## config.mk

```make
export PLATFORM = sky130hd
export DESIGN_NAME = interrupt_source_routing
export DESIGN_NICKNAME = d
export VERILOG_FILES = /design/src/irq_route_pkg.sv /design/src/ahb_regs.sv /design/src/interrupt_source_routing.sv /design/src/source_router.sv
export VERILOG_INCLUDE_DIRS = /design/src
export SDC_FILE = /design/constraint.sdc
export NUM_CORES = 1
export LEC_CHECK = 0
export BUFFER_PORTS_ARGS = -buffer_cell sky130_fd_sc_hd__buf_4
export CORE_UTILIZATION = 45
export CTS_BUF_LIST = sky130_fd_sc_hd__clkbuf_4 sky130_fd_sc_hd__clkbuf_8
export CTS_CLUSTER_DIAMETER = 40
export CTS_CLUSTER_SIZE = 12
export DETAILED_ROUTE_END_ITERATION = 10
export PLACE_DENSITY = 0.73
export SLEW_MARGIN = 20
export SYNTH_ARGS = -nofsm -noshare
export SYNTH_HDL_FRONTEND = slang
export SYNTH_SLANG_ARGS = --single-unit
```

## constraint.sdc

```tcl
create_clock -name clk -period 22 [get_ports clk]
set_clock_uncertainty 0.05 [all_clocks]
set_input_delay 4.4 -clock clk [delete_from_list [all_inputs] [get_ports clk]]
set_output_delay 4.4 -clock clk [all_outputs]
set_load 0.02 [all_outputs]
```

## src/irq_route_defines.svh

```systemverilog
`ifndef IRQ_ROUTE_DEFINES_SVH
`define IRQ_ROUTE_DEFINES_SVH

// register byte addresses
`define ADDR_XFER_ENABLE 12'h000
`define ADDR_CPU_SELECT 12'h004
`define ADDR_PRIO_CTRL 12'h008
`define ADDR_PENDING 12'h00C
`define ADDR_CPU_REQ 12'h010
`define ADDR_DTC_REQ 12'h014
`define ADDR_FLAG_CLEAR 12'h018
`define ADDR_CH_BASE 12'h040
`define ADDR_LVL_BASE 12'h080

// dma channel control word fields
`define CH_SEL_LSB 0
`define CH_ENABLE_BIT 8
`define CH_TRIG_LOW_BIT 9
`define CH_TRIG_HIGH_BIT 10
`define CH_ACK_BIT 11
`define CH_PRIO_LSB 12

// priority control fields
`define PRIO_SET_ENABLE_BIT 3
`define CPU_PRIO_LSB 0

`define RESET_WORD 32'h0000_0000
`define HTRANS_NONSEQ 2'h2
`define ADDR_WORD_LSB 2

`endif

```

## src/irq_route_pkg.sv

```systemverilog
package irq_route_pkg;
  typedef logic [1:0] htrans_type;
  typedef logic [31:0] word_type;
  typedef enum logic [1:0] {
    OWNER_CPU,
    OWNER_DTC,
    OWNER_DTC_CPU,
    OWNER_DMA
  } owner_type;
endpackage

```

## src/ahb_regs.sv

```systemverilog
`timescale 1ns/1ps
`default_nettype none
`include "irq_route_defines.svh"

module ahb_regs (
  input wire logic clk,
  input wire logic rst,
  input wire logic hsel,
  input wire logic [11:0] haddr,
  input wire irq_route_pkg::htrans_type htrans,
  input wire logic hwrite,
  input wire logic [2:0] hsize,
  input wire logic hready,
  input wire irq_route_pkg::word_type rdata,
  output logic wr_en,
  output logic [11:0] wr_addr,
  output logic [11:0] rd_addr,
  output logic hreadyout,
  output logic hresp,
  output irq_route_pkg::word_type hrdata
);
  import irq_route_pkg::*;

  typedef struct packed {
    logic wpend;
    logic [11:0] waddr;
  } st_type;
  st_type st_ff, nxt_st;

  always_comb begin
    nxt_st = st_ff;
    nxt_st.wpend = 1'b0;
    if (hsel && hready && htrans == `HTRANS_NONSEQ && hwrite) begin
      nxt_st.wpend = 1'b1;
      nxt_st.waddr = haddr;
    end
  end

  always_ff @(posedge clk) begin
    if (rst) begin
      st_ff <= '0;
    end else begin
      st_ff <= nxt_st;
    end
  end

  // zero wait states; read address is taken straight from haddr, only the write address is captured
  assign wr_en = st_ff.wpend;
  assign wr_addr = st_ff.waddr;
  assign rd_addr = haddr;
  assign hreadyout = 1'b1;
  assign hresp = 1'b0;
  assign hrdata = rdata;
  logic unused_ok;
  assign unused_ok = ^hsize;
endmodule

`default_nettype wire

```

## src/interrupt_source_routing.sv

```systemverilog
// Overview of operation
// - each dma channel selects its own source
// - trigger 10, enable, ack gives dma ownership
// - unowned source to dtc if enabled, else cpu
// - cpu-select transfer clears enable, raises cpu request
// - counter zero clears enable, raises cpu request
// - priority-set enable uses per-source level
// - dtc transfer precedes cpu exception handling
// - dma and other consumers act independently
// - ack set: dma uses and clears flag
// - clear control follows ack, enable, cpu-select
// - serial/adc flags clear on engine register access; here only for a dma-owned source or one enabled without cpu-select
// - lowest channel only clears shared request
// - disabled channel gives source to cpu/dtc
// - dma ignores interrupt priority settings
//
// The register offsets and register access over AHB-Lite are this design's own decisions.
`timescale 1ns/1ps
`default_nettype none
`include "irq_route_defines.svh"

module interrupt_source_routing #(
  parameter int NUM_SRC = 16,
  parameter int NUM_CH = 4,
  parameter int SEL_W = 4,
  parameter int LVL_W = 3
) (
  input wire logic clk,
  input wire logic rst,
  input wire logic hsel,
  input wire logic [11:0] haddr,
  input wire irq_route_pkg::htrans_type htrans,
  input wire logic hwrite,
  input wire logic [2:0] hsize,
  input wire irq_route_pkg::word_type hwdata,
  input wire logic hready,
  output logic hreadyout,
  output logic hresp,
  output irq_route_pkg::word_type hrdata,
  input wire logic [NUM_SRC-1:0] src_event,
  input wire logic [NUM_SRC-1:0] src_special,
  input wire logic [NUM_CH-1:0] dma_done,
  input wire logic dtc_done,
  input wire logic [SEL_W-1:0] dtc_done_src,
  input wire logic dtc_count_zero,
  input wire logic [NUM_SRC-1:0] engine_reg_access,
  output logic [NUM_SRC-1:0] src_flag,
  output logic [NUM_CH-1:0] dma_request,
  output logic dtc_request,
  output logic [SEL_W-1:0] dtc_request_src,
  output logic cpu_request,
  output logic [SEL_W-1:0] cpu_request_src,
  output logic [LVL_W-1:0] cpu_request_level
);
  import irq_route_pkg::*;

  ////////////////////////////////////////////////////////////////////
  // whole block state; flag, request and read-data outputs are read straight from these flops
  typedef struct packed {
    // flags and per-source routing bits
    logic [NUM_SRC-1:0] pend;
    logic [NUM_SRC-1:0] xfer_en;
    logic [NUM_SRC-1:0] cpu_sel;
    logic [NUM_SRC-1:0] cpu_extra;
    // channel words, source levels, cpu priority
    logic [NUM_CH-1:0][15:0] ch_ctrl;
    logic [NUM_SRC-1:0][LVL_W-1:0] lvl;
    logic prio_set_en;
    logic [LVL_W-1:0] cpu_prio;
    // registered requests and read word
    logic [NUM_CH-1:0] dma_req;
    logic dtc_req;
    logic [SEL_W-1:0] dtc_src;
    logic cpu_req;
    logic [SEL_W-1:0] cpu_src;
    logic [LVL_W-1:0] cpu_lvl;
    word_type rdata;
  } st_type;
  st_type st_ff, nxt_st;

  ////////////////////////////////////////////////////////////////////
  logic wr_en;
  logic [11:0] wr_addr;
  logic [11:0] rd_addr;
  word_type bus_rdata;

  // zero-wait slave: the read word is flopped here, not in the bus shim
  ahb_regs u_bus (
    .clk(clk),
    .rst(rst),
    .hsel(hsel),
    .haddr(haddr),
    .htrans(htrans),
    .hwrite(hwrite),
    .hsize(hsize),
    .hready(hready),
    .rdata(bus_rdata),
    .wr_en(wr_en),
    .wr_addr(wr_addr),
    .rd_addr(rd_addr),
    .hreadyout(hreadyout),
    .hresp(hresp),
    .hrdata(hrdata)
  );

  ////////////////////////////////////////////////////////////////////
  logic [NUM_CH*SEL_W-1:0] ch_select;
  logic [NUM_CH-1:0] ch_exclusive;
  logic [NUM_CH-1:0] ch_armed;
  logic [NUM_SRC-1:0] dma_owned;
  logic [NUM_CH-1:0] ch_request;
  logic [NUM_SRC-1:0] dtc_route;
  logic [NUM_SRC-1:0] cpu_route;

  genvar c;
  generate
    for (c = 0; c < NUM_CH; c++) begin : g_ch
      assign ch_select[c*SEL_W +: SEL_W] = st_ff.ch_ctrl[c][`CH_SEL_LSB +: SEL_W];
      // trigger high=1, low=0 is the interrupt-driven mode
      assign ch_armed[c] = st_ff.ch_ctrl[c][`CH_ENABLE_BIT] &&
        st_ff.ch_ctrl[c][`CH_TRIG_HIGH_BIT] && !st_ff.ch_ctrl[c][`CH_TRIG_LOW_BIT];
      assign ch_exclusive[c] = ch_armed[c] && st_ff.ch_ctrl[c][`CH_ACK_BIT];
    end
  endgenerate

  // ownership and routing stay pure logic; only results are flopped
  source_router #(
    .NUM_SRC(NUM_SRC),
    .NUM_CH(NUM_CH),
    .SEL_W(SEL_W)
  ) u_router (
    .src_pending(st_ff.pend),
    .ch_select(ch_select),
    .ch_exclusive(ch_exclusive),
    .ch_armed(ch_armed),
    .transfer_source_enable(st_ff.xfer_en),
    .cpu_interrupt_select(st_ff.cpu_sel),
    .dma_owned(dma_owned),
    .ch_request(ch_request),
    .dtc_route(dtc_route),
    .cpu_route(cpu_route)
  );

  ////////////////////////////////////////////////////////////////////
  logic [NUM_SRC-1:0] cpu_want;
  logic [NUM_SRC-1:0] dtc_busy_src;
  logic [NUM_SRC-1:0] wr_clear;
  logic [NUM_SRC-1:0] dma_clear;

  always_comb begin
    wr_clear = '0;
    if (wr_en && wr_addr == `ADDR_FLAG_CLEAR) begin
      wr_clear = hwdata[NUM_SRC-1:0];
    end

    dma_clear = '0;
    for (int i = 0; i < NUM_CH; i++) begin
      // only the winning (lowest index) channel clears; no request is held
      if (dma_done[i] && st_ff.ch_ctrl[i][`CH_ACK_BIT] &&
          !(|(dma_done & ((NUM_CH)'(1) << i) - (NUM_CH)'(1)))) begin
        dma_clear[ch_select[i*SEL_W +: SEL_W]] = 1'b1;
      end
    end

    // dtc-first: the dtc is asked while the enable bit stands; the cpu
    // is offered the source only once the dtc has dropped that bit
    dtc_busy_src = dtc_route;
    cpu_want = (cpu_route & ~dtc_route) | st_ff.cpu_extra;
  end

  ////////////////////////////////////////////////////////////////////
  // next state: flags, enables, bus writes, then registered outputs
  always_comb begin
    logic [LVL_W-1:0] best;
    logic found;
    nxt_st = st_ff;
    best = '0;
    found = 1'b0;

    // set wins over clear
    nxt_st.pend = (st_ff.pend & ~wr_clear & ~dma_clear) | src_event;
    if (dtc_done && st_ff.xfer_en[dtc_done_src] && !st_ff.cpu_sel[dtc_done_src] &&
        !src_event[dtc_done_src]) begin
      nxt_st.pend[dtc_done_src] = 1'b0;
    end

    for (int i = 0; i < NUM_SRC; i++) begin
      // serial/adc flags clear when the owning engine touches their register
      if (src_special[i] && engine_reg_access[i] && !src_event[i] &&
          (dma_owned[i] || (st_ff.xfer_en[i] && !st_ff.cpu_sel[i]))) begin
        nxt_st.pend[i] = 1'b0;
      end
    end

    // clear first so a completion in the same cycle as a flag write is kept
    nxt_st.cpu_extra = st_ff.cpu_extra & ~wr_clear & ~dma_owned;
    // the latched cpu request outlives the enable bit it cleared
    if (dtc_done && st_ff.xfer_en[dtc_done_src] &&
        (st_ff.cpu_sel[dtc_done_src] || dtc_count_zero)) begin
      nxt_st.xfer_en[dtc_done_src] = 1'b0;
      nxt_st.cpu_extra[dtc_done_src] = 1'b1;
    end

    // bus writes commit in the data phase, one cycle after the address
    if (wr_en) begin
      unique case (wr_addr)
        `ADDR_XFER_ENABLE: nxt_st.xfer_en = hwdata[NUM_SRC-1:0];
        `ADDR_CPU_SELECT: nxt_st.cpu_sel = hwdata[NUM_SRC-1:0];
        `ADDR_PRIO_CTRL: begin
          nxt_st.prio_set_en = hwdata[`PRIO_SET_ENABLE_BIT];
          nxt_st.cpu_prio = hwdata[`CPU_PRIO_LSB +: LVL_W];
        end
        default: begin
          // channel words and levels decode by index
          for (int k = 0; k < NUM_CH; k++) begin
            if (wr_addr == `ADDR_CH_BASE + 12'(k << `ADDR_WORD_LSB)) begin
              nxt_st.ch_ctrl[k] = hwdata[15:0];
            end
          end
          for (int k = 0; k < NUM_SRC; k++) begin
            if (wr_addr == `ADDR_LVL_BASE + 12'(k << `ADDR_WORD_LSB)) begin
              nxt_st.lvl[k] = hwdata[LVL_W-1:0];
            end
          end
        end
      endcase
    end

    // dma sees raw requests, no priority involved
    nxt_st.dma_req = ch_request;
    nxt_st.dtc_req = |dtc_busy_src;

    // lowest index wins; the rest wait for a later slot
    nxt_st.dtc_src = '0;
    for (int i = NUM_SRC - 1; i >= 0; i--) begin
      if (dtc_busy_src[i]) begin
        nxt_st.dtc_src = SEL_W'(i);
      end
    end

    // ranking covers only cpu requests; the engines never enter it
    nxt_st.cpu_src = '0;
    for (int i = 0; i < NUM_SRC; i++) begin
      // level when priority-set enabled, else lowest index wins
      if (cpu_want[i] && (!found ||
          (st_ff.prio_set_en && st_ff.lvl[i] > best))) begin
        found = 1'b1;
        best = st_ff.prio_set_en ? st_ff.lvl[i] : st_ff.cpu_prio;
        nxt_st.cpu_src = SEL_W'(i);
      end
    end
    nxt_st.cpu_req = found;
    nxt_st.cpu_lvl = best;

    // read word taken a cycle early so hrdata leaves a flop
    unique case (rd_addr)
      `ADDR_XFER_ENABLE: nxt_st.rdata = word_type'(st_ff.xfer_en);
      `ADDR_CPU_SELECT: nxt_st.rdata = word_type'(st_ff.cpu_sel);
      `ADDR_PRIO_CTRL: nxt_st.rdata = word_type'({st_ff.prio_set_en, st_ff.cpu_prio});
      `ADDR_PENDING: nxt_st.rdata = word_type'(st_ff.pend);
      `ADDR_CPU_REQ: nxt_st.rdata = word_type'(cpu_want);
      `ADDR_DTC_REQ: nxt_st.rdata = word_type'(dtc_route);
      default: begin
        nxt_st.rdata = `RESET_WORD;
        // unmapped offsets read as zero
        for (int k = 0; k < NUM_CH; k++) begin
          if (rd_addr == `ADDR_CH_BASE + 12'(k << `ADDR_WORD_LSB)) begin
            nxt_st.rdata = word_type'(st_ff.ch_ctrl[k]);
          end
        end
        for (int k = 0; k < NUM_SRC; k++) begin
          if (rd_addr == `ADDR_LVL_BASE + 12'(k << `ADDR_WORD_LSB)) begin
            nxt_st.rdata = word_type'(st_ff.lvl[k]);
          end
        end
      end
    endcase
  end

  ////////////////////////////////////////////////////////////////////
  always_ff @(posedge clk) begin
    if (rst) begin
      st_ff <= '0;
    end else begin
      st_ff <= nxt_st;
    end
  end

  ////////////////////////////////////////////////////////////////////
  assign bus_rdata = st_ff.rdata;
  assign src_flag = st_ff.pend;
  assign dma_request = st_ff.dma_req;
  assign dtc_request = st_ff.dtc_req;
  assign dtc_request_src = st_ff.dtc_src;
  assign cpu_request = st_ff.cpu_req;
  assign cpu_request_src = st_ff.cpu_src;
  assign cpu_request_level = st_ff.cpu_lvl;
endmodule

`default_nettype wire

```

## src/source_router.sv

```systemverilog
`timescale 1ns/1ps
`default_nettype none
`include "irq_route_defines.svh"

module source_router #(
  parameter int NUM_SRC = 16,
  parameter int NUM_CH = 4,
  parameter int SEL_W = 4
) (
  input wire logic [NUM_SRC-1:0] src_pending,
  input wire logic [NUM_CH*SEL_W-1:0] ch_select,
  input wire logic [NUM_CH-1:0] ch_exclusive,
  input wire logic [NUM_CH-1:0] ch_armed,
  input wire logic [NUM_SRC-1:0] transfer_source_enable,
  input wire logic [NUM_SRC-1:0] cpu_interrupt_select,
  output logic [NUM_SRC-1:0] dma_owned,
  output logic [NUM_CH-1:0] ch_request,
  output logic [NUM_SRC-1:0] dtc_route,
  output logic [NUM_SRC-1:0] cpu_route
);
  import irq_route_pkg::*;

  logic [NUM_CH-1:0] hit [NUM_SRC];

  genvar s, c;
  generate
    for (s = 0; s < NUM_SRC; s++) begin : g_src
      for (c = 0; c < NUM_CH; c++) begin : g_ch
        // selection mux per channel, independent of interrupt priority
        assign hit[s][c] = ch_exclusive[c] &&
          (ch_select[c*SEL_W +: SEL_W] == SEL_W'(s));
      end
      assign dma_owned[s] = |hit[s];
      // plain routing so a setting change acts next cycle
      assign dtc_route[s] = src_pending[s] && !dma_owned[s] &&
        transfer_source_enable[s];
      assign cpu_route[s] = src_pending[s] && !dma_owned[s] &&
        (!transfer_source_enable[s] || cpu_interrupt_select[s]);
    end
    for (c = 0; c < NUM_CH; c++) begin : g_req
      // disabled channel never requests; source goes to cpu or dtc instead
      assign ch_request[c] = ch_armed[c] &&
        src_pending[ch_select[c*SEL_W +: SEL_W]];
    end
  endgenerate
endmodule

`default_nettype wire

```

==> flow_results.xml, run 1 <==
<?xml version="1.0" encoding="UTF-8"?>
<metrics>
  <group name="run_status">
    <metric name="outcome" unit="">finished with violations</metric>
    <metric name="violations" unit="">negative setup slack</metric>
  </group>
  <group name="clock_tree">
    <metric name="clock-root-buffer" unit="">clkbuf_8</metric>
    <metric name="cts_made_buffers" unit="">40</metric>
    <metric name="cts.sink_count" unit="">226</metric>
    <metric name="clk_path_buf_depth" unit="">3</metric>
    <metric name="tritoncts" unit="">done</metric>
    <metric name="cts_hold_bufs" unit="">0</metric>
    <metric name="clock_insertion_delay_worst_skew" unit="ns">0.62</metric>
    <metric name="deepest_level_of_the_cts_h_tree" unit="">2</metric>
    <metric name="clkTransAtPathRegs" unit="ns">0.07</metric>
  </group>
  <group name="power">
    <metric name="vdd_ir_drop_max" unit="uV">63.8</metric>
    <metric name="clockPowerShare" unit="%">45.2</metric>
    <metric name="internal-power" unit="W">0.000759</metric>
    <metric name="p_seq_share" unit="%">39.3</metric>
    <metric name="net_load_switching_power" unit="W">0.000315</metric>
    <metric name="power_switching_share" unit="%">29.3</metric>
    <metric name="power_per_cell_area" unit="mW/mm^2">54.6</metric>
    <metric name="pwr-share-comb" unit="%">15.5</metric>
    <metric name="p_leak" unit="nW">7.37</metric>
  </group>
  <group name="final_layout">
    <metric name="multi_input_area" unit="sq mm">0.0106</metric>
    <metric name="layout.cells.non_filler" unit="">2712</metric>
    <metric name="number_of_nets_in_the_layout" unit="">2377</metric>
    <metric name="final_design_area_no_fill" unit="sq mm">0.0197</metric>
    <metric name="layout.area.seq" unit="sq mm">0.00453</metric>
    <metric name="fill_count" unit="">3022</metric>
    <metric name="drive_above_1_share" unit="%">30.0</metric>
    <metric name="antenna-diode-count" unit="">0</metric>
    <metric name="area_delta_synth_final" unit="%">25.8</metric>
  </group>
  <group name="critical_path">
    <metric name="cp-end-kind" unit="">flop</metric>
    <metric name="worstPathRequired" unit="ns">22.43</metric>
    <metric name="path_max_fanout" unit="">7</metric>
    <metric name="timing.critical_path.slowest_cell_delay" unit="ns">0.49</metric>
    <metric name="critical_path_class" unit="">flop to flop</metric>
    <metric name="critical-path-slowest-cell" unit="">or4_4</metric>
    <metric name="start_kind" unit="">flop</metric>
    <metric name="cpMostUsedCell" unit="">buf_4</metric>
    <metric name="crit_arrival" unit="ns">22.82</metric>
  </group>
  <group name="logic_synthesis">
    <metric name="synthDominantAreaCellType" unit="">dfxtp_1</metric>
    <metric name="post_synth_inst_count" unit="">2003</metric>
    <metric name="yosys_register_bits" unit="">226</metric>
    <metric name="yosys.cell_types.count" unit="">115</metric>
    <metric name="syn-cell-area" unit="sq mm">0.0156</metric>
    <metric name="synth-main-ff-cell" unit="">dfxtp_1</metric>
    <metric name="synthTopCellsByArea" unit="">dfxtp_1, nand2_1, a21oi_1</metric>
    <metric name="yosysSeqAreaShare" unit="%">28.9</metric>
    <metric name="synth-warning-count" unit="">0</metric>
    <metric name="post_synth.cell_area_avg" unit="sq um">7.81</metric>
    <metric name="netlist.area_leader.share" unit="%">28.9</metric>
    <metric name="ys_async_sr_fraction" unit="%">0</metric>
    <metric name="synth_enable_flop_cells" unit="">0</metric>
  </group>
  <group name="floorplan">
    <metric name="initial_core_util" unit="%">46.2</metric>
    <metric name="floorplan.die_area" unit="sq mm">0.0355</metric>
    <metric name="core" unit="sq mm">0.0339</metric>
    <metric name="horizontal_die_dimension" unit="um">188</metric>
    <metric name="placementRows" unit="">67</metric>
    <metric name="die_height" unit="um">188</metric>
    <metric name="pin_count" unit="">179</metric>
  </group>
  <group name="timing">
    <metric name="setup_repair_after_global_routing_missed_its_margin" unit="">yes</metric>
    <metric name="maxSlewHeadroom" unit="%">27.5</metric>
    <metric name="timing.fmax" unit="MHz">44.7</metric>
    <metric name="final_hold_vios" unit="">0</metric>
    <metric name="finalWorstSetupSlack" unit="ns">-0.391</metric>
    <metric name="number_of_setup_violations_in_the_final_report" unit="">7</metric>
    <metric name="maxSlewViolCount" unit="">0</metric>
    <metric name="layout_min_cycle_time" unit="ns">22.39</metric>
    <metric name="timing_worst_slew_pin_value" unit="ns">1.08</metric>
    <metric name="final.period_utilization" unit="%">102</metric>
    <metric name="fin_setup_tns" unit="ns">-1.60</metric>
  </group>
  <group name="global_routing">
    <metric name="grt_pass1_wl" unit="mm">99.2</metric>
    <metric name="global_route.overflow_total" unit="">0</metric>
    <metric name="antenna_violations_before_repair" unit="">2</metric>
    <metric name="via_count_of_the_first_global_routing_pass" unit="">16641</metric>
    <metric name="grt_max_degree" unit="">83</metric>
    <metric name="track_usage" unit="%">36.7</metric>
  </group>
  <group name="detailed_routing">
    <metric name="vias_per_cell" unit="">6.42</metric>
    <metric name="final_antenna_net_count" unit="">0</metric>
    <metric name="drc" unit="">0</metric>
    <metric name="wl_per_cell" unit="um">24.9</metric>
    <metric name="drt-initial-drc-count" unit="">2042</metric>
    <metric name="via_count" unit="">17421</metric>
    <metric name="drt_pass1_iterations" unit="">8</metric>
    <metric name="drt_wl_total" unit="mm">67.5</metric>
  </group>
  <group name="placement">
    <metric name="placement.io_buffers" unit="">141</metric>
    <metric name="place_area" unit="sq mm">0.0177</metric>
    <metric name="dp_cells" unit="">2582</metric>
    <metric name="routabilityCongestion" unit="">1.04</metric>
    <metric name="place_hpwl" unit="mm">48.2</metric>
  </group>
  <group name="job">
    <metric name="max_cap_violations" unit="">0</metric>
  </group>
  <group name="worst_hold_path">
    <metric name="timing.hold.worst.class" unit="">flop to flop</metric>
  </group>
</metrics>
cell families after synthesis:
logic type | Yosys count | synth area share [%]
flops | 226 | 28.9
compound gates | 569 | 24.6
mux | 119 | 10.8
other cells | 2 | 0.0480
fa+ha+maj | 33 | 2.60
simple gates | 799 | 24.2
buf+inv | 255 | 8.79
layout by cell type (no fill, tap or decap), types with 17 or more instances in the layout:
cell type / netlist / layout
buf_4: 66 / 357
nand2_1: 310 / 303
dfxtp_1: 226 / 220
a21oi_1: 205 / 197
nor2_1: 188 / 172
nand3_1: 85 / 85
o21ai_0: 90 / 74
mux2i_1: 65 / 64
inv_1: 66 / 63
clkbuf_8: 7 / 43
mux4_2: 37 / 37
nor3_1: 41 / 36
a31oi_1: 38 / 35
a211oi_1: 41 / 34
a222oi_1: 31 / 31
nor2b_1: 24 / 18
conb_1: 2 / 18
ha_4: 0 / 17
repair_timing:
action	4_1_cts	5_1_grt
buffers inserted	35	24
gates resized for setup	36	67
setup endpoints to repair	7	7
pin swaps	82	72
layout make-up:
cell class	instances	share of cell area [%]
flip-flops and latches	226	23.0
well taps	448	2.85
multi-input cells	1538	54.0
clock inverters	26	1.84
clock buffers	45	3.08
repair buffers	363	14.0
inverters	66	1.26
critical path, delay by kind of cell (launching register included):
family	cells	cell delay (ns)
AOI/OAI and AO/OA	52	9.22
adders and majority gates	15	4.18
DFF	1	0.33
muxes	4	1.15
and+or+nand+nor	33	4.99
buffers and inverters	17	2.35
cell usage after synthesis (41+ instances only):
cell,n
o21ai_0,90
nor2_1,188
a21oi_1,205
a211oi_1,41
dfxtp_1,226
nand3_1,85
clkbuf_1,91
buf_4,66
nor3_1,41
nand2_1,310
inv_1,66
mux2i_1,65
metal layers:
layer | GRT usage, % | share of wire, %
met5 | 0 | 0
met4 | 24.7 | 7.2
met3 | 7.25 | 9.9
met2 | 59.0 | 45
met1 | 44.3 | 37
registers in the layout (all words and copies together) (netlist names):
| signal | count |
|---|---|
| st_ff | 148 |
| u_bus.wr_addr | 12 |
| ch_select | 16 |
| src_flag | 16 |
| u_bus.wr_en | 1 |
| dtc_request | 1 |
| cpu_request_level | 3 |
| dma_request | 4 |
| cpu_request | 1 |
| dtc_request_src | 4 |
| cpu_request_src | 4 |
| bus_rdata | 16 |
stage by stage:
stage	util, %	hold WS, ns	total power (W)	setup WS (ns)
2_1_floorplan	-	0.361	0.000515	0.0646
3_3_place_gp	52.4	0.385	0.000566	-0.444
6_report	58.1	0.401	0.00107	-0.391
3_5_place_dp	52.4	0.391	0.000569	-0.703
4_1_cts	56.5	0.400	0.00106	-0.0447
5_1_grt	58.1	0.419	0.00110	-1.17
final timing paths:
check	from	to	slack [ns]	depth (start not counted)
max reg2reg	st_ff[142]$_SDFFE_PP0P_	cpu_request_level[1]$_SDFF_PP0_	-0.39	121
min	st_ff[161]$_SDFFE_PP0P_	st_ff[161]$_SDFFE_PP0P_	0.40	2
max	st_ff[142]$_SDFFE_PP0P_	cpu_request_level[1]$_SDFF_PP0_	-0.39	121
min reg2reg	st_ff[161]$_SDFFE_PP0P_	st_ff[161]$_SDFFE_PP0P_	0.40	2
power groups by stage:
| stage | sequential [W] | combinational (W) | clock [W] |
|---|---|---|---|
| 2_1_floorplan | 0.000425 | 0.0000893 | 0 |
| 3_3_place_gp | 0.000430 | 0.000136 | 0 |
| 3_5_place_dp | 0.000430 | 0.000139 | 0 |
| 4_1_cts | 0.000421 | 0.000150 | 0.000490 |
| 5_1_grt | 0.000421 | 0.000175 | 0.000507 |
| 6_report | 0.000422 | 0.000166 | 0.000486 |
Note: power is estimated with default switching activity, not from simulation.
==> inputs of run 2 (changes only) <==
--- a/config.mk
+++ b/config.mk
@@ -6,9 +6,10 @@
 export SDC_FILE = /design/constraint.sdc
 export NUM_CORES = 1
 export LEC_CHECK = 0
+export ABC_AREA = 1
 export BUFFER_PORTS_ARGS = -buffer_cell sky130_fd_sc_hd__buf_4
 export CORE_UTILIZATION = 45
-export CTS_BUF_LIST = sky130_fd_sc_hd__clkbuf_4 sky130_fd_sc_hd__clkbuf_8
+export CTS_BUF_LIST = sky130_fd_sc_hd__clkbuf_4
 export CTS_CLUSTER_DIAMETER = 40
 export CTS_CLUSTER_SIZE = 12
 export DETAILED_ROUTE_END_ITERATION = 10
==> run 2 against run 1 <==
  * The flow now finishes without violations
  * Combinational power fell by 27%
  * First-iteration DRC count up 3.8%
  * Clock-buffer cell count up 2
  * Worst setup slack improved by 2.4 ns
  * Sequential power about the same
  * Sequential cell count is the same
  * Register-to-register slack improved by 2.4 ns
  * Critical path type unchanged
  * Largest cell class unchanged
==> flow_results.xml, run 2 <==
<?xml version="1.0" encoding="UTF-8"?>
<metrics>
  <group name="global_routing">
    <metric name="grt_max_degree" unit="">88</metric>
    <metric name="global_route.overflow_total" unit="">0</metric>
    <metric name="grt_pass1_wl" unit="mm">93.4</metric>
    <metric name="antenna_violations_before_repair" unit="">2</metric>
    <metric name="via_count_of_the_first_global_routing_pass" unit="">15673</metric>
    <metric name="track_usage" unit="%">36.1</metric>
  </group>
  <group name="power">
    <metric name="vdd_ir_drop_max" unit="uV">49.0</metric>
    <metric name="power_per_cell_area" unit="mW/mm^2">52.3</metric>
    <metric name="p_leak" unit="nW">7.03</metric>
  </group>
  <group name="placement">
    <metric name="place_hpwl" unit="mm">47.8</metric>
    <metric name="dp_cells" unit="">2781</metric>
    <metric name="routabilityCongestion" unit="">1.03</metric>
    <metric name="placement.io_buffers" unit="">141</metric>
  </group>
  <group name="final_layout">
    <metric name="area_delta_synth_final" unit="%">10.6</metric>
    <metric name="highest_count_cells_in_the_layout_ignoring_fill_and_taps" unit="">nand2_1, inv_1, nor2_1</metric>
    <metric name="fill_count" unit="">3421</metric>
    <metric name="layout.area.seq" unit="sq mm">0.00452</metric>
    <metric name="layout.cells.non_filler" unit="">2856</metric>
    <metric name="number_of_nets_in_the_layout" unit="">2523</metric>
    <metric name="drive_above_1_share" unit="%">14.2</metric>
    <metric name="multi_input_area" unit="sq mm">0.00873</metric>
    <metric name="largest_register" unit="">st_ff</metric>
    <metric name="largest_reg_flops" unit="">148</metric>
    <metric name="mostFrequentLayoutCell" unit="">nand2_1</metric>
  </group>
  <group name="worst_hold_path">
    <metric name="timing.hold.worst.class" unit="">flop to flop</metric>
    <metric name="timing.hold.worst_endpoint" unit="">st_ff[197]$_SDFF_PP0_</metric>
    <metric name="min_path_cells" unit="">2</metric>
    <metric name="worst_hold_startpoint" unit="">st_ff[197]$_SDFF_PP0_</metric>
  </group>
  <group name="logic_synthesis">
    <metric name="main_combinational_cell_family_by_area_after_synthesis" unit="">compound AO/OA/AOI/OAI gates</metric>
    <metric name="synthDominantAreaCellType" unit="">dfxtp_1</metric>
    <metric name="post_synth_fa_ha_maj_area_fraction" unit="%">2.47</metric>
    <metric name="post_synth.cell_area_avg" unit="sq um">6.59</metric>
    <metric name="synthTopCellsByArea" unit="">dfxtp_1, nand2_1, o21ai_0</metric>
    <metric name="yosysSeqAreaShare" unit="%">29.7</metric>
    <metric name="yosys.cell_types.count" unit="">57</metric>
    <metric name="post_synth_inst_count" unit="">2309</metric>
    <metric name="yosys-top-cells-count" unit="">nand2_1, inv_1, nor2_1</metric>
    <metric name="netlist.area_leader.share" unit="%">29.7</metric>
    <metric name="ys_async_sr_fraction" unit="%">0</metric>
    <metric name="synth-warning-count" unit="">0</metric>
    <metric name="synth-compound-area-share" unit="%">28.9</metric>
    <metric name="syn-cell-area" unit="sq mm">0.0152</metric>
    <metric name="synth_xor_xnor_area_share" unit="%">0</metric>
    <metric name="synthMuxAreaShare" unit="%">0</metric>
    <metric name="synthSimpleGateAreaFrac" unit="%">25.4</metric>
    <metric name="yosys_register_bits" unit="">226</metric>
    <metric name="synth_enable_flop_cells" unit="">0</metric>
    <metric name="post-synth-top-count-cell" unit="">nand2_1</metric>
    <metric name="synth-main-ff-cell" unit="">dfxtp_1</metric>
  </group>
  <group name="detailed_routing">
    <metric name="via_count" unit="">17256</metric>
    <metric name="wl_per_cell" unit="um">22.0</metric>
    <metric name="drt-initial-drc-count" unit="">2120</metric>
    <metric name="vias_per_cell" unit="">6.04</metric>
    <metric name="final_antenna_net_count" unit="">0</metric>
    <metric name="drt_pass1_iterations" unit="">6</metric>
    <metric name="drt_wl_total" unit="mm">62.7</metric>
    <metric name="drc" unit="">0</metric>
  </group>
  <group name="clock_tree">
    <metric name="clkTransAtPathRegs" unit="ns">0.10</metric>
    <metric name="clock_insertion_delay_worst_skew" unit="ns">0.77</metric>
    <metric name="clock-root-buffer" unit="">clkbuf_4</metric>
    <metric name="cts_made_buffers" unit="">40</metric>
    <metric name="clk_path_buf_depth" unit="">3</metric>
    <metric name="cts_setup_buffers" unit="">0</metric>
    <metric name="deepest_level_of_the_cts_h_tree" unit="">2</metric>
    <metric name="tritoncts" unit="">done</metric>
    <metric name="cts_resized" unit="">0</metric>
    <metric name="cts.sink_count" unit="">226</metric>
    <metric name="cts_hold_bufs" unit="">0</metric>
  </group>
  <group name="timing">
    <metric name="timing_worst_slew_pin_value" unit="ns">1.18</metric>
    <metric name="fin_setup_tns" unit="ns">0</metric>
    <metric name="final.period_utilization" unit="%">90.6</metric>
    <metric name="number_of_setup_violations_in_the_final_report" unit="">0</metric>
    <metric name="final_hold_vios" unit="">0</metric>
    <metric name="maxSlewViolCount" unit="">0</metric>
    <metric name="setup_repair_after_global_routing_missed_its_margin" unit="">no</metric>
    <metric name="maxSlewHeadroom" unit="%">20.7</metric>
    <metric name="layout_min_cycle_time" unit="ns">19.94</metric>
    <metric name="timing.fmax" unit="MHz">50.1</metric>
  </group>
  <group name="critical_path">
    <metric name="timing.critical_path.slowest_cell_delay" unit="ns">0.98</metric>
    <metric name="worst-r2r-setup-slack" unit="ns">2.06</metric>
    <metric name="cp-end-kind" unit="">flop</metric>
    <metric name="start_kind" unit="">flop</metric>
    <metric name="path_max_fanout" unit="">24</metric>
    <metric name="timing.rr.start" unit="">st_ff[52]$_SDFFE_PP0P_</metric>
    <metric name="worstPathRequired" unit="ns">22.59</metric>
    <metric name="crit_arrival" unit="ns">20.54</metric>
    <metric name="critical_path_class" unit="">flop to flop</metric>
    <metric name="reg2reg_depth" unit="">130</metric>
    <metric name="critical-path-slowest-cell" unit="">dfxtp_1</metric>
    <metric name="cpMostUsedCell" unit="">o21ai_0</metric>
    <metric name="reg2reg_capture_point" unit="">cpu_request_src[3]$_SDFF_PP0_</metric>
  </group>
  <group name="floorplan">
    <metric name="core" unit="sq mm">0.0329</metric>
    <metric name="placementRows" unit="">66</metric>
    <metric name="initial_core_util" unit="%">46.2</metric>
    <metric name="die_height" unit="um">186</metric>
    <metric name="horizontal_die_dimension" unit="um">186</metric>
    <metric name="floorplan.die_area" unit="sq mm">0.0346</metric>
    <metric name="pin_count" unit="">179</metric>
  </group>
  <group name="job">
    <metric name="max_cap_violations" unit="">0</metric>
  </group>
  <group name="run_status">
    <metric name="outcome" unit="">finished clean</metric>
  </group>
</metrics>
run 2: cells by family (layout without fill, tap and decap cells):
| family | after synthesis | after routing |
|---|---|---|
| flip-flops | 226 | 226 |
| other | 2 | 19 |
| AND/OR/NAND/NOR | 864 | 864 |
| AO/OA/AOI/OAI | 724 | 724 |
| buffers and inverters | 463 | 551 |
| adder cells (fa/ha/maj) | 30 | 30 |
run 2: routing by layer:
metal | track usage (%) | routed length, um | vias to the layer above
li1 | - | - | 8052
met1 | 49.2 | 26200 | 7936
met2 | 52.8 | 26200 | 1100
met3 | 9.23 | 7610 | 168
met4 | 16.7 | 2640 | 0
met5 | 0 | 0 | -
run 2: worst max path at each step:
stage | from | endpoint | slack (ns) | depth (start not counted)
2_1_floorplan | st_ff[126]$_SDFFE_PP0P_ | cpu_request_src[3]$_SDFF_PP0_ | 5.97 | 136
6_report | st_ff[52]$_SDFFE_PP0P_ | cpu_request_src[3]$_SDFF_PP0_ | 2.06 | 130
3_3_place_gp | st_ff[52]$_SDFFE_PP0P_ | cpu_request_src[3]$_SDFF_PP0_ | 3.04 | 130
3_5_place_dp | st_ff[52]$_SDFFE_PP0P_ | cpu_request_src[3]$_SDFF_PP0_ | 2.53 | 130
4_1_cts | st_ff[52]$_SDFFE_PP0P_ | cpu_request_src[3]$_SDFF_PP0_ | 2.45 | 130
5_1_grt | st_ff[52]$_SDFFE_PP0P_ | cpu_request_src[3]$_SDFF_PP0_ | 0.09 | 130
run 2: cell type report:
class / instances / area share (%)
tap: 442 / 3.29
clock inverter: 27 / 1.52
clock buffer: 47 / 2.10
antenna: 1 / 0.0149
sequential: 226 / 26.9
timing repair buffer: 165 / 7.36
inverter: 312 / 6.97
multi-input combinational: 1636 / 51.9
run 2: power breakdown:
| part | switching [W] | internal, W | total (W) |
|---|---|---|---|
| clock network | 0.000192 | 0.000148 | 0.000340 |
| registers | 0.00000547 | 0.000413 | 0.000419 |
| logic | 0.0000813 | 0.0000394 | 0.000121 |
run 2: metrics by stage:
stage	setup WS, ns	power [W]	area (sq um)	utilization, %	hold slack, ns
2_1_floorplan	5.97	0.000502	15300	-	0.400
3_3_place_gp	3.04	0.000543	16200	49.2	0.415
3_5_place_dp	2.53	0.000544	16200	49.2	0.423
4_1_cts	2.45	0.000878	16800	51.1	0.438
5_1_grt	0.0940	0.000909	16800	51.1	0.462
6_report	2.06	0.000880	16800	51.1	0.446
run 2: critical path, delay by kind of cell, from the launching register on:
| kind | cells | cell delay (ns) |
|---|---|---|
| simple gates | 80 | 7.71 |
| compound gates | 29 | 5.48 |
| fa+ha+maj | 15 | 4.55 |
| buf+inv | 6 | 1.03 |
| flops | 1 | 0.98 |
